File: config.mk
export PLATFORM = sky130hd
export DESIGN_NAME = ufdma_top
export DESIGN_NICKNAME = d
export VERILOG_FILES = /design/src/include/ufdma_pkg.sv /design/src/hw/ufdma_top.sv
export SDC_FILE = /design/constraint.sdc
export NUM_CORES = 1
export LEC_CHECK = 0
export BUFFER_PORTS_ARGS = -buffer_cell sky130_fd_sc_hd__buf_2
export CORE_AREA = 2 2 184 186
export CTS_BUF_LIST = sky130_fd_sc_hd__clkbuf_8 sky130_fd_sc_hd__clkbuf_16
export DETAILED_ROUTE_END_ITERATION = 7
export DIE_AREA = 0 0 186 188
export PLACE_DENSITY_LB_ADDON = 0.12
export REMOVE_ABC_BUFFERS = 1
export SYNTH_ARGS = -nofsm -noshare
export SYNTH_HDL_FRONTEND = slang
export SYNTH_SLANG_ARGS = --single-unit
File: constraint.sdc
create_clock -name i_clock -period 2.1 [get_ports i_clock]
set_input_delay 0 -clock i_clock [delete_from_list [all_inputs] [get_ports i_clock]]
set_output_delay 0 -clock i_clock [all_outputs]
set_load 0.01 [all_outputs]
File: src/include/ufdma_pkg.sv
// Functional notes
// RL1 - mode 0: tx request low when empty
// RL2 - mode 0: rx request low when data held
// RL3 - mode 0: rx request high when empty
// RL4 - mode 1: tx request high only when full
// RL5 - mode 1: rx request low at trigger/timeout
// RL6 - mode 1: rx request held until empty
// RL7 - mode 1: tx interrupt when fifo empties
// RL8 - rx interrupt at trigger, keep filling
// RL9 - trigger codes select 1, 4, 8, 14
// RL10 - control bit 3 selects dma mode
// RL11 - control bits 5:4 unused, zero
// RL12 - bit 2 flushes tx fifo, self-clears
// RL13 - bit 1 flushes rx fifo, self-clears
// RL14 - bit 0 enables both fifos, reset off
// RL15 - other bits written only with bit 0
// RL16 - rx trigger status clears below level
// RL17 - status top bits show fifo enable
// RL18 - sixteen entries, counter-based full/empty
package ufdma_pkg;

    ////////////////////////////////////////////////////////////////////////////
    // register byte offsets
    localparam logic [7:0] UFDMA_OFF_DATA = 8'h00; // tx load, rx read
    localparam logic [7:0] UFDMA_OFF_ISTAT = 8'h04; // interrupt_status, read only
    localparam logic [7:0] UFDMA_OFF_FCTRL = 8'h08; // fifo_control, write only
    localparam logic [7:0] UFDMA_OFF_EVT = 8'h0c; // sticky events, read only
    localparam logic [7:0] UFDMA_OFF_EVT_EN = 8'h10; // event enable
    localparam logic [7:0] UFDMA_OFF_EVT_CLR = 8'h14; // event clear, write one
    localparam logic [7:0] UFDMA_OFF_LEVEL = 8'h18; // counts and mode, read only

    ////////////////////////////////////////////////////////////////////////////
    // fifo_control field positions
    localparam int UFDMA_FC_ENABLE = 0;
    localparam int UFDMA_FC_RX_FLUSH = 1;
    localparam int UFDMA_FC_TX_FLUSH = 2;
    localparam int UFDMA_FC_DMA_MODE = 3;
    localparam int UFDMA_FC_THR_LSB = 6;

    // reset values
    localparam logic [1:0] UFDMA_THR_RESET = 2'h0;
    localparam logic UFDMA_MODE_RESET = 1'b0;
    localparam logic UFDMA_ENABLE_RESET = 1'b0;

    // depth and thresholds
    localparam int UFDMA_DEPTH = 16;
    localparam logic [4:0] UFDMA_THR_1 = 5'h01;
    localparam logic [4:0] UFDMA_THR_4 = 5'h04;
    localparam logic [4:0] UFDMA_THR_8 = 5'h08;
    localparam logic [4:0] UFDMA_THR_14 = 5'h0e;

    // interrupt_status codes, bits 3:0
    localparam logic [3:0] UFDMA_IS_NONE = 4'h1;
    localparam logic [3:0] UFDMA_IS_RX_TRIG = 4'h4;
    localparam logic [3:0] UFDMA_IS_RX_TOUT = 4'hc;
    localparam logic [3:0] UFDMA_IS_TX_EMPTY = 4'h2;

    // sticky event bit positions
    localparam int UFDMA_EV_RX_TRIG = 0;
    localparam int UFDMA_EV_TX_EMPTY = 1;
    localparam int UFDMA_EV_RX_TOUT = 2;
    localparam int UFDMA_EV_RX_OVER = 3;
    localparam int UFDMA_EV_W = 4;

    ////////////////////////////////////////////////////////////////////////////
    // apb request carrier
    typedef struct packed {
        logic psel;
        logic penable;
        logic pwrite;
        logic [7:0] paddr;
        logic [31:0] pwdata;
    } ufdma_apb_req_type;

    // char from the rx shifter
    typedef struct packed {
        logic valid;
        logic timeout;
        logic [7:0] data;
    } ufdma_rx_in_type;

endpackage : ufdma_pkg

File: src/hw/ufdma_top.sv
// The APB slave port and the address map were chosen for this implementation.
`timescale 1ns/1ps
module ufdma_top
    import ufdma_pkg::*;
#(
    parameter int DEPTH = UFDMA_DEPTH
)
(
    input wire logic i_clock, // 100 MHz
    input wire logic i_reset_n, // async, active low
    input wire ufdma_apb_req_type i_apb, // apb request
    output logic [31:0] o_prdata, // apb read data
    output logic o_pready, // apb ready
    output logic o_pslverr, // apb error, unmapped address
    output logic o_tx_valid, // char offered to tx shifter
    output logic [7:0] o_tx_data, // char for tx shifter
    input wire logic i_tx_ready, // tx shifter takes char
    input wire ufdma_rx_in_type i_rx, // char or timeout from rx shifter
    output logic o_tx_dma_request_n, // transmit ready, active low
    output logic o_rx_dma_request_n, // receive ready, active low
    output logic o_irq // level interrupt
);

    localparam int CW = $clog2(DEPTH + 1);
    localparam int AW = $clog2(DEPTH);

    ////////////////////////////////////////////////////////////////////////////
    // reset synchroniser
    logic [1:0] reset_sync;
    logic rst_n;
    always_ff @(posedge i_clock or negedge i_reset_n)
    begin
        if (!i_reset_n)
            reset_sync <= 2'h0;
        else
            reset_sync <= {reset_sync[0], 1'b1};
    end
    assign rst_n = reset_sync[1];

    ////////////////////////////////////////////////////////////////////////////
    // apb decode
    logic setup_ph, access_ph, wr_en, rd_en, mapped;
    assign setup_ph = i_apb.psel && !i_apb.penable;
    assign access_ph = i_apb.psel && i_apb.penable && o_pready;
    assign wr_en = access_ph && i_apb.pwrite;
    assign rd_en = access_ph && !i_apb.pwrite;
    assign mapped = (i_apb.paddr <= UFDMA_OFF_LEVEL) && (i_apb.paddr[1:0] == 2'h0);

    logic fc_write, data_write, data_read, istat_read;
    assign fc_write = wr_en && i_apb.paddr == UFDMA_OFF_FCTRL;
    assign data_write = wr_en && i_apb.paddr == UFDMA_OFF_DATA;
    assign data_read = rd_en && i_apb.paddr == UFDMA_OFF_DATA;
    assign istat_read = rd_en && i_apb.paddr == UFDMA_OFF_ISTAT;

    ////////////////////////////////////////////////////////////////////////////
    // fifo_control fields
    logic fifo_en, dma_mode;
    logic [1:0] thr_sel;
    logic tx_flush, rx_flush;
    always_ff @(posedge i_clock or negedge rst_n)
    begin
        if (!rst_n)
        begin
            fifo_en <= UFDMA_ENABLE_RESET;
            dma_mode <= UFDMA_MODE_RESET;
            thr_sel <= UFDMA_THR_RESET;
        end
        else if (fc_write)
        begin
            // RL14 enable both fifos
            fifo_en <= i_apb.pwdata[UFDMA_FC_ENABLE];
            // RL15 other bits gated
            if (i_apb.pwdata[UFDMA_FC_ENABLE])
            begin
                // RL10 dma mode bit
                dma_mode <= i_apb.pwdata[UFDMA_FC_DMA_MODE];
                // RL9 RL11 code, bits 5:4 dropped
                thr_sel <= i_apb.pwdata[UFDMA_FC_THR_LSB +: 2];
            end
        end
    end

    // flush bits are pulses, so they self-clear
    // RL12 tx flush strobe
    assign tx_flush = fc_write && i_apb.pwdata[UFDMA_FC_ENABLE] && i_apb.pwdata[UFDMA_FC_TX_FLUSH];
    // RL13 rx flush strobe
    assign rx_flush = fc_write && i_apb.pwdata[UFDMA_FC_ENABLE] && i_apb.pwdata[UFDMA_FC_RX_FLUSH];

    // RL9 threshold decode
    logic [4:0] thr_level;
    always_comb
    begin
        unique case (thr_sel)
            2'h0: thr_level = UFDMA_THR_1;
            2'h1: thr_level = UFDMA_THR_4;
            2'h2: thr_level = UFDMA_THR_8;
            2'h3: thr_level = UFDMA_THR_14;
        endcase
    end

    // non-fifo mode is a one-entry holding register
    logic [CW-1:0] cap;
    assign cap = fifo_en ? CW'(DEPTH) : CW'(1);

    ////////////////////////////////////////////////////////////////////////////
    // fifo storage
    logic [CW-1:0] tx_count, rx_count;
    logic [AW-1:0] tx_rd, tx_wr, rx_rd, rx_wr;
    logic [7:0] tx_mem [DEPTH];
    logic [7:0] rx_mem [DEPTH];
    logic tx_push, tx_pop, rx_push, rx_pop, rx_over;
    // writes to a full tx fifo drop
    assign tx_push = data_write && tx_count < cap;
    assign tx_pop = o_tx_valid && i_tx_ready;
    // RL8 fills past trigger until full
    assign rx_push = i_rx.valid && rx_count < cap;
    assign rx_over = i_rx.valid && rx_count >= cap;
    assign rx_pop = data_read && rx_count != '0;

    always_ff @(posedge i_clock)
    begin
        if (tx_push)
            tx_mem[tx_wr] <= i_apb.pwdata[7:0];
        if (rx_push)
            rx_mem[rx_wr] <= i_rx.data;
    end

    // RL18 occupancy counters reset by flush
    // enable change flushes: capacity moves under the pointers
    logic en_change;
    assign en_change = fc_write && (i_apb.pwdata[UFDMA_FC_ENABLE] != fifo_en);
    always_ff @(posedge i_clock or negedge rst_n)
    begin
        if (!rst_n)
        begin
            tx_count <= '0;
            tx_rd <= '0;
            tx_wr <= '0;
        end
        // RL12 flush clears tx count and pointers
        else if (tx_flush || en_change)
        begin
            tx_count <= '0;
            tx_rd <= '0;
            tx_wr <= '0;
        end
        else
        begin
            if (tx_push)
                tx_wr <= AW'(tx_wr + 1'b1);
            if (tx_pop)
                tx_rd <= AW'(tx_rd + 1'b1);
            tx_count <= CW'(tx_count + CW'(tx_push) - CW'(tx_pop));
        end
    end

    always_ff @(posedge i_clock or negedge rst_n)
    begin
        if (!rst_n)
        begin
            rx_count <= '0;
            rx_rd <= '0;
            rx_wr <= '0;
        end
        // RL13 flush clears rx count and pointers
        else if (rx_flush || en_change)
        begin
            rx_count <= '0;
            rx_rd <= '0;
            rx_wr <= '0;
        end
        else
        begin
            if (rx_push)
                rx_wr <= AW'(rx_wr + 1'b1);
            if (rx_pop)
                rx_rd <= AW'(rx_rd + 1'b1);
            rx_count <= CW'(rx_count + CW'(rx_push) - CW'(rx_pop));
        end
    end

    // head of tx fifo, registered
    always_ff @(posedge i_clock or negedge rst_n)
    begin
        if (!rst_n)
        begin
            o_tx_valid <= 1'b0;
            o_tx_data <= 8'h00;
        end
        else
        begin
            o_tx_valid <= tx_count > CW'(tx_pop) && !tx_flush && !en_change;
            o_tx_data <= tx_pop ? tx_mem[AW'(tx_rd + 1'b1)] : tx_mem[tx_rd];
        end
    end

    ////////////////////////////////////////////////////////////////////////////
    // interrupt conditions
    logic rx_trig, tx_empty_pend, tout_pend;
    // RL16 status tracks count against threshold
    assign rx_trig = fifo_en ? (rx_count >= CW'(thr_level)) : (rx_count != '0);

    // RL7 tx empty, cleared by status read or load
    logic tx_empty_edge;
    assign tx_empty_edge = tx_pop && tx_count == CW'(1);
    always_ff @(posedge i_clock or negedge rst_n)
    begin
        if (!rst_n)
            tx_empty_pend <= 1'b0;
        else if (tx_empty_edge)
            tx_empty_pend <= 1'b1;
        else if (tx_push || (istat_read && !rx_trig && !tout_pend))
            tx_empty_pend <= 1'b0;
    end

    // timeout pending until a pop or flush
    always_ff @(posedge i_clock or negedge rst_n)
    begin
        if (!rst_n)
            tout_pend <= 1'b0;
        else if (i_rx.timeout && fifo_en)
            tout_pend <= 1'b1;
        else if (rx_pop || rx_flush || en_change)
            tout_pend <= 1'b0;
    end

    // RL17 top bits show fifo enable
    logic [7:0] istat;
    always_comb
    begin
        istat = {fifo_en, fifo_en, 2'h0, UFDMA_IS_NONE};
        if (tout_pend)
            istat[3:0] = UFDMA_IS_RX_TOUT;
        else if (rx_trig)
            istat[3:0] = UFDMA_IS_RX_TRIG;
        else if (tx_empty_pend)
            istat[3:0] = UFDMA_IS_TX_EMPTY;
    end

    ////////////////////////////////////////////////////////////////////////////
    // sticky events; set wins over clear
    logic [UFDMA_EV_W-1:0] evt, evt_en, evt_set;
    logic rx_trig_q;
    always_ff @(posedge i_clock or negedge rst_n)
    begin
        if (!rst_n)
            rx_trig_q <= 1'b0;
        else
            rx_trig_q <= rx_trig;
    end
    // RL8 trigger reached raises receive event
    assign evt_set = {rx_over, i_rx.timeout && fifo_en, tx_empty_edge, rx_trig && !rx_trig_q};

    always_ff @(posedge i_clock or negedge rst_n)
    begin
        if (!rst_n)
            evt <= '0;
        else if (wr_en && i_apb.paddr == UFDMA_OFF_EVT_CLR)
            evt <= (evt & ~i_apb.pwdata[UFDMA_EV_W-1:0]) | evt_set;
        else
            evt <= evt | evt_set;
    end

    always_ff @(posedge i_clock or negedge rst_n)
    begin
        if (!rst_n)
            evt_en <= '0;
        else if (wr_en && i_apb.paddr == UFDMA_OFF_EVT_EN)
            evt_en <= i_apb.pwdata[UFDMA_EV_W-1:0];
    end

    always_ff @(posedge i_clock or negedge rst_n)
    begin
        if (!rst_n)
            o_irq <= 1'b0;
        else
            o_irq <= |(evt & evt_en);
    end

    ////////////////////////////////////////////////////////////////////////////
    // dma request pins, a cycle after counts
    logic rx_dma_hold;
    // RL6 mode 1 request held until empty
    always_ff @(posedge i_clock or negedge rst_n)
    begin
        if (!rst_n)
            rx_dma_hold <= 1'b0;
        // RL5 set at trigger or timeout
        else if (rx_trig || tout_pend)
            rx_dma_hold <= 1'b1;
        else if (rx_count == '0)
            rx_dma_hold <= 1'b0;
    end

    always_ff @(posedge i_clock or negedge rst_n)
    begin
        if (!rst_n)
        begin
            o_tx_dma_request_n <= 1'b0;
            o_rx_dma_request_n <= 1'b1;
        end
        else if (fifo_en && dma_mode)
        begin
            // RL4 high only when full
            o_tx_dma_request_n <= tx_count == CW'(DEPTH);
            o_rx_dma_request_n <= !(rx_trig || tout_pend || (rx_dma_hold && rx_count != '0));
        end
        else
        begin
            // RL1 low while tx empty
            o_tx_dma_request_n <= tx_count != '0;
            // RL2 low while data held
            // RL3 high again once empty
            o_rx_dma_request_n <= rx_count == '0;
        end
    end

    ////////////////////////////////////////////////////////////////////////////
    // apb response, zero wait states; reads mux in setup phase
    logic [31:0] rd_mux;
    always_comb
    begin
        rd_mux = 32'h0000_0000;
        unique case (i_apb.paddr)
            UFDMA_OFF_DATA: rd_mux = {24'h00_0000, rx_mem[rx_rd]};
            UFDMA_OFF_ISTAT: rd_mux = {24'h00_0000, istat};
            UFDMA_OFF_EVT: rd_mux = {28'h000_0000, evt};
            UFDMA_OFF_EVT_EN: rd_mux = {28'h000_0000, evt_en};
            UFDMA_OFF_LEVEL: rd_mux = {8'h00, thr_sel, 2'h0, dma_mode, 2'h0, fifo_en,
                                       3'h0, 5'(rx_count), 3'h0, 5'(tx_count)};
            default: rd_mux = 32'h0000_0000;
        endcase
        // empty rx reads zero
        if (rx_count == '0 && i_apb.paddr == UFDMA_OFF_DATA)
            rd_mux = 32'h0000_0000;
    end

    always_ff @(posedge i_clock or negedge rst_n)
    begin
        if (!rst_n)
        begin
            o_pready <= 1'b0;
            o_prdata <= 32'h0000_0000;
            o_pslverr <= 1'b0;
        end
        else
        begin
            o_pready <= setup_ph;
            o_pslverr <= setup_ph && !mapped;
            if (setup_ph)
                o_prdata <= rd_mux;
        end
    end

    ////////////////////////////////////////////////////////////////////////////
    // assertions
    property p_tx_mode0;
        @(posedge i_clock) disable iff (!rst_n)
        !(fifo_en && dma_mode) |=> o_tx_dma_request_n == ($past(tx_count) != '0);
    endproperty
    a_tx_mode0: assert property (p_tx_mode0) else $error("tx req mode 0"); // RL1
    property p_rx_mode0_low;
        @(posedge i_clock) disable iff (!rst_n)
        !fifo_en && rx_count != '0 |=> !o_rx_dma_request_n;
    endproperty
    a_rx_mode0_low: assert property (p_rx_mode0_low) else $error("rx req high with data"); // RL2
    property p_rx_mode0_high;
        @(posedge i_clock) disable iff (!rst_n)
        !dma_mode && rx_count == '0 |=> o_rx_dma_request_n;
    endproperty
    a_rx_mode0_high: assert property (p_rx_mode0_high) else $error("rx req low when empty"); // RL3
    property p_tx_mode1;
        @(posedge i_clock) disable iff (!rst_n)
        fifo_en && dma_mode |=> o_tx_dma_request_n == ($past(tx_count) == CW'(DEPTH));
    endproperty
    a_tx_mode1: assert property (p_tx_mode1) else $error("tx req mode 1"); // RL4
    property p_rx_mode1_trig;
        @(posedge i_clock) disable iff (!rst_n)
        fifo_en && dma_mode && rx_count >= CW'(thr_level) |=> !o_rx_dma_request_n;
    endproperty
    a_rx_mode1_trig: assert property (p_rx_mode1_trig) else $error("rx req missed trigger"); // RL5
    property p_rx_mode1_hold;
        @(posedge i_clock) disable iff (!rst_n)
        fifo_en && dma_mode && !o_rx_dma_request_n && rx_count != '0 |=> !o_rx_dma_request_n;
    endproperty
    a_rx_mode1_hold: assert property (p_rx_mode1_hold) else $error("rx req released early"); // RL6
    property p_tx_empty;
        @(posedge i_clock) disable iff (!rst_n)
        tx_empty_edge |=> evt[UFDMA_EV_TX_EMPTY] && tx_empty_pend;
    endproperty
    a_tx_empty: assert property (p_tx_empty) else $error("tx empty event lost"); // RL7
    property p_flush;
        @(posedge i_clock) disable iff (!rst_n)
        tx_flush |=> tx_count == '0 ##1 !o_tx_dma_request_n;
    endproperty
    a_flush: assert property (p_flush) else $error("tx flush failed"); // RL12
    property p_gate;
        @(posedge i_clock) disable iff (!rst_n)
        fc_write && !i_apb.pwdata[UFDMA_FC_ENABLE] |=> $stable(dma_mode) && $stable(thr_sel) && !fifo_en;
    endproperty
    a_gate: assert property (p_gate) else $error("fields changed without enable"); // RL15
    property p_istat_top;
        @(posedge i_clock) disable iff (!rst_n)
        istat_read |=> o_prdata[7:6] == {2{$past(fifo_en, 2)}};
    endproperty
    a_istat_top: assert property (p_istat_top) else $error("status top bits wrong"); // RL17

    c_mode1_trig: cover property (@(posedge i_clock) fifo_en && dma_mode && !o_rx_dma_request_n);
    c_tx_full: cover property (@(posedge i_clock) tx_count == CW'(DEPTH));
    c_rx_flush: cover property (@(posedge i_clock) rx_flush && rx_count != '0);
    c_irq: cover property (@(posedge i_clock) o_irq);

endmodule : ufdma_top

==> results.cfg <==
[timing]
clock_skew_ps = 23.9
finalSetupViolations = 282
drv_slew = 0
fmax_mhz = 334
fin_tns_setup_ps = -72160
fin_crit_sh_pct = 143
rsz0062_at_grt = yes
fin_ws_ps = -897
tightest_slew_ps = 560
hold_viol_final = 0
relSlewSlack_pct = 62.6
period_minus_slack_ps = 3000

[global_routing]
grt_pass1_vias = 9363
grt_max_degree = 50
antenna_found_initial = 0
grt_pass1_wl_microns = 54500
grtUsageTotal_pct = 20.8
gr-total-overflow = 0

[cts]
insertion_delay_ps = 510
htree_num_levels = 2
cts.root.buffer_cell = clkbuf_16
cts_made_buffers = 36
cts_buffer_depth = 3
clkSlewWorstSetupHoldPaths_ps = 60
cts_tree = built
cts_num_sinks = 331

[placement]
dpl.hpwl_microns = 23600
pre_cts_ws_ps = -1010
port_buffers = 62
place.gp.congestion = 0.851
placed_cell_area_sq_um = 16900

[pwr]
ir_drop_v = 0.000727
switching_share_pct = 30.8
combPwrFrac_pct = 38.6
total_power_mw = 22.4
power_frac_seq_pct = 35.3
p_leak_nw = 7.06
pwr_density_cell_nw_per_um2 = 1160
p_sw_mw = 6.87
clkPwrFrac_pct = 26.1
intPower_mw = 15.5

[worst_hold_path]
min_path_type = in -> reg
hold_start = i_apb[33]
worstHoldPathCells = 4
hold_end = o_pslverr

[detailed_routing]
routedWlPerCell_microns = 22.5
vias = 9069
drtAntennaViolNets = 0
drc = 0
vias_per_cell = 5.54
first_iter_violations = 607
first_pass_iters = 5
drt-total-wl_microns = 36700

[yosys]
synthCells = 929
synth_area_leaders = edfxtp_1 51%, mux4_2 14%, dfrtp_1 12%
avgSynthCellArea_sq_um = 16.1
yosysWarnings = 0
postSynth.asyncResetShare_pct = 22.7
synth_edf_count = 256
ys_types = 58
synth_largest_area_cell = edfxtp_1
yosys_most_used_dff = edfxtp_1
synthTopCellsByCount = 256 x edfxtp_1, 94 x mux4_2, 74 x dfrtp_1
ys_ff_latch = 331
synthMostInstantiatedCell = edfxtp_1
synth_area_sq_um = 15000
synth_top_area_share_pct = 51.3
yosysSeqAreaShare_pct = 63.9

[cells_and_area]
diodes = 0
fillerInstances = 2562
nNetsFinal = 1257
multiInputGateArea_sq_um = 5640
syn2layout_area_growth_pct = 28.3
drive_above_1_share_pct = 41.9
utilization_pct = 58.0
regArea_sq_um = 9570
fin_area_sq_um = 19200

[setup_path]
critPathLaunchType = flip-flop
crit_arrival_ps = 3430
worstReg2RegStart = tx_count[1]
required_ps = 2530
criticalPathCategory = reg -> reg
r2r_slack_ps = -900
critPathMaxFanout = 2
crit_path_end_kind = flip-flop
rr_worst_depth = 14
r2r_end = tx_count[4]

[outcome]
violations = setup timing
status = finished with violations

[floorplan]
fp.coreArea_sq_um = 33100
start_util_pct = 45.2
die_h_microns = 188
die_area_sq_um = 35000
dieWidth_microns = 186
io_pins = 102
core.rowCount = 67

[job]
cap_violations = 0
[kinds of logic after synthesis]
group           synth area share (%)
flops                           63.9
compound gates                  4.40
buf+inv                         3.15
xor+xnor                       0.936
other cells                   0.0502
simple gates                    7.05
mux                             17.3
fa+ha+maj                       3.19
[cells in the final DEF (no fill, tap or decap), drive strengths merged, types with 7 or more instances in the layout]
master	instances
o22ai	8
mux2	8
ha	35
mux2i	23
o21ai	14
buf	213
inv	52
nand4	7
a221oi	8
dfrtp	74
nand2b	8
nor3	11
or3	10
nor2	62
and2	13
clkbuf	45
edfxtp	256
xor2	8
mux4	100
dlygate4sd3	26
a22o	12
a21oi	27
xnor2	8
nor4	9
nor2b	7
nand3	14
nand2	64
conb	16
[sequential cells by signal, indices dropped and copies added (netlist names), 2 cells and up]
register and cells:
evt 4, reset_sync 2, tx_rd 4, rx_rd 4
o_tx_data 8, thr_sel 2, tx_count 5, evt_en 4
tx_wr 4, o_prdata 17, rx_wr 4, rx_mem 128
rx_count 5, tx_mem 128
[worst max-delay path by stage]
stage	start	to	slack, ps	depth (start not counted)
3_5_place_dp	tx_count[1]	tx_count[4]	-1010	14
3_3_place_gp	tx_count[1]	tx_count[4]	-980	14
2_1_floorplan	tx_rd[0]	o_tx_data[0]	-2700	5
6_report	tx_count[1]	tx_count[4]	-900	14
4_1_cts	tx_count[1]	tx_count[4]	-950	14
5_1_grt	tx_count[1]	tx_count[4]	-1060	14
[area by class of cell]
type                       instances  share of cell area [%]
timing repair buffer             243                    11.5
sequential                       331                    49.8
tap                              448                    2.92
clock inverter                    21                   0.645
clock buffer                      41                    5.05
inverter                          37                   0.736
multi-input combinational        515                    29.3
[repair_timing]
action,4_1_cts,5_1_grt
hold endpoints to repair,266,0
resized for setup,85,144
setup buffers,10,28
pin swaps,26,65
hold buffers,26,0
setup endpoints to repair,276,288
gates cloned,0,4
[power by group through the flow]
stage	combinational, mW	clock (mW)	sequential (mW)
2_1_floorplan	3.97	0	8.34
3_3_place_gp	6.99	0	7.95
3_5_place_dp	7.04	0	7.96
4_1_cts	7.61	5.98	7.85
5_1_grt	9.34	6.26	7.94
6_report	8.62	5.85	7.89
[per-stage QoR]
stage,hold WS (ps),std cells
4_1_cts,37.0,1620
5_1_grt,43.4,1636
3_5_place_dp,-208,1524
6_report,53.2,1636
3_3_place_gp,-210,1524
2_1_floorplan,-296,883
[worst max-delay path, cell delays in order, from the launching register on]
cell,delay [ps]
dfrtp_1,400
inv_2,80
ha_4,130
or4b_4,450
a21o_1,230
nor3_4,160
inv_2,60
ha_4,260
inv_2,30
ha_4,150
fa_2,350
a21oi_2,150
nor2_1,50
or3_1,300
a21oi_1,120
[metal layers]
layer | GRT usage [%] | up-vias | part of all wire (%)
met4 | 6.00 | 0 | 2.4
met5 | 0 | - | 0
li1 | - | 4062 | -
met3 | 3.32 | 62 | 4.3
met1 | 26.8 | 4709 | 41
met2 | 36.5 | 236 | 53
No activity file was read; power rests on OpenSTA's default activity.
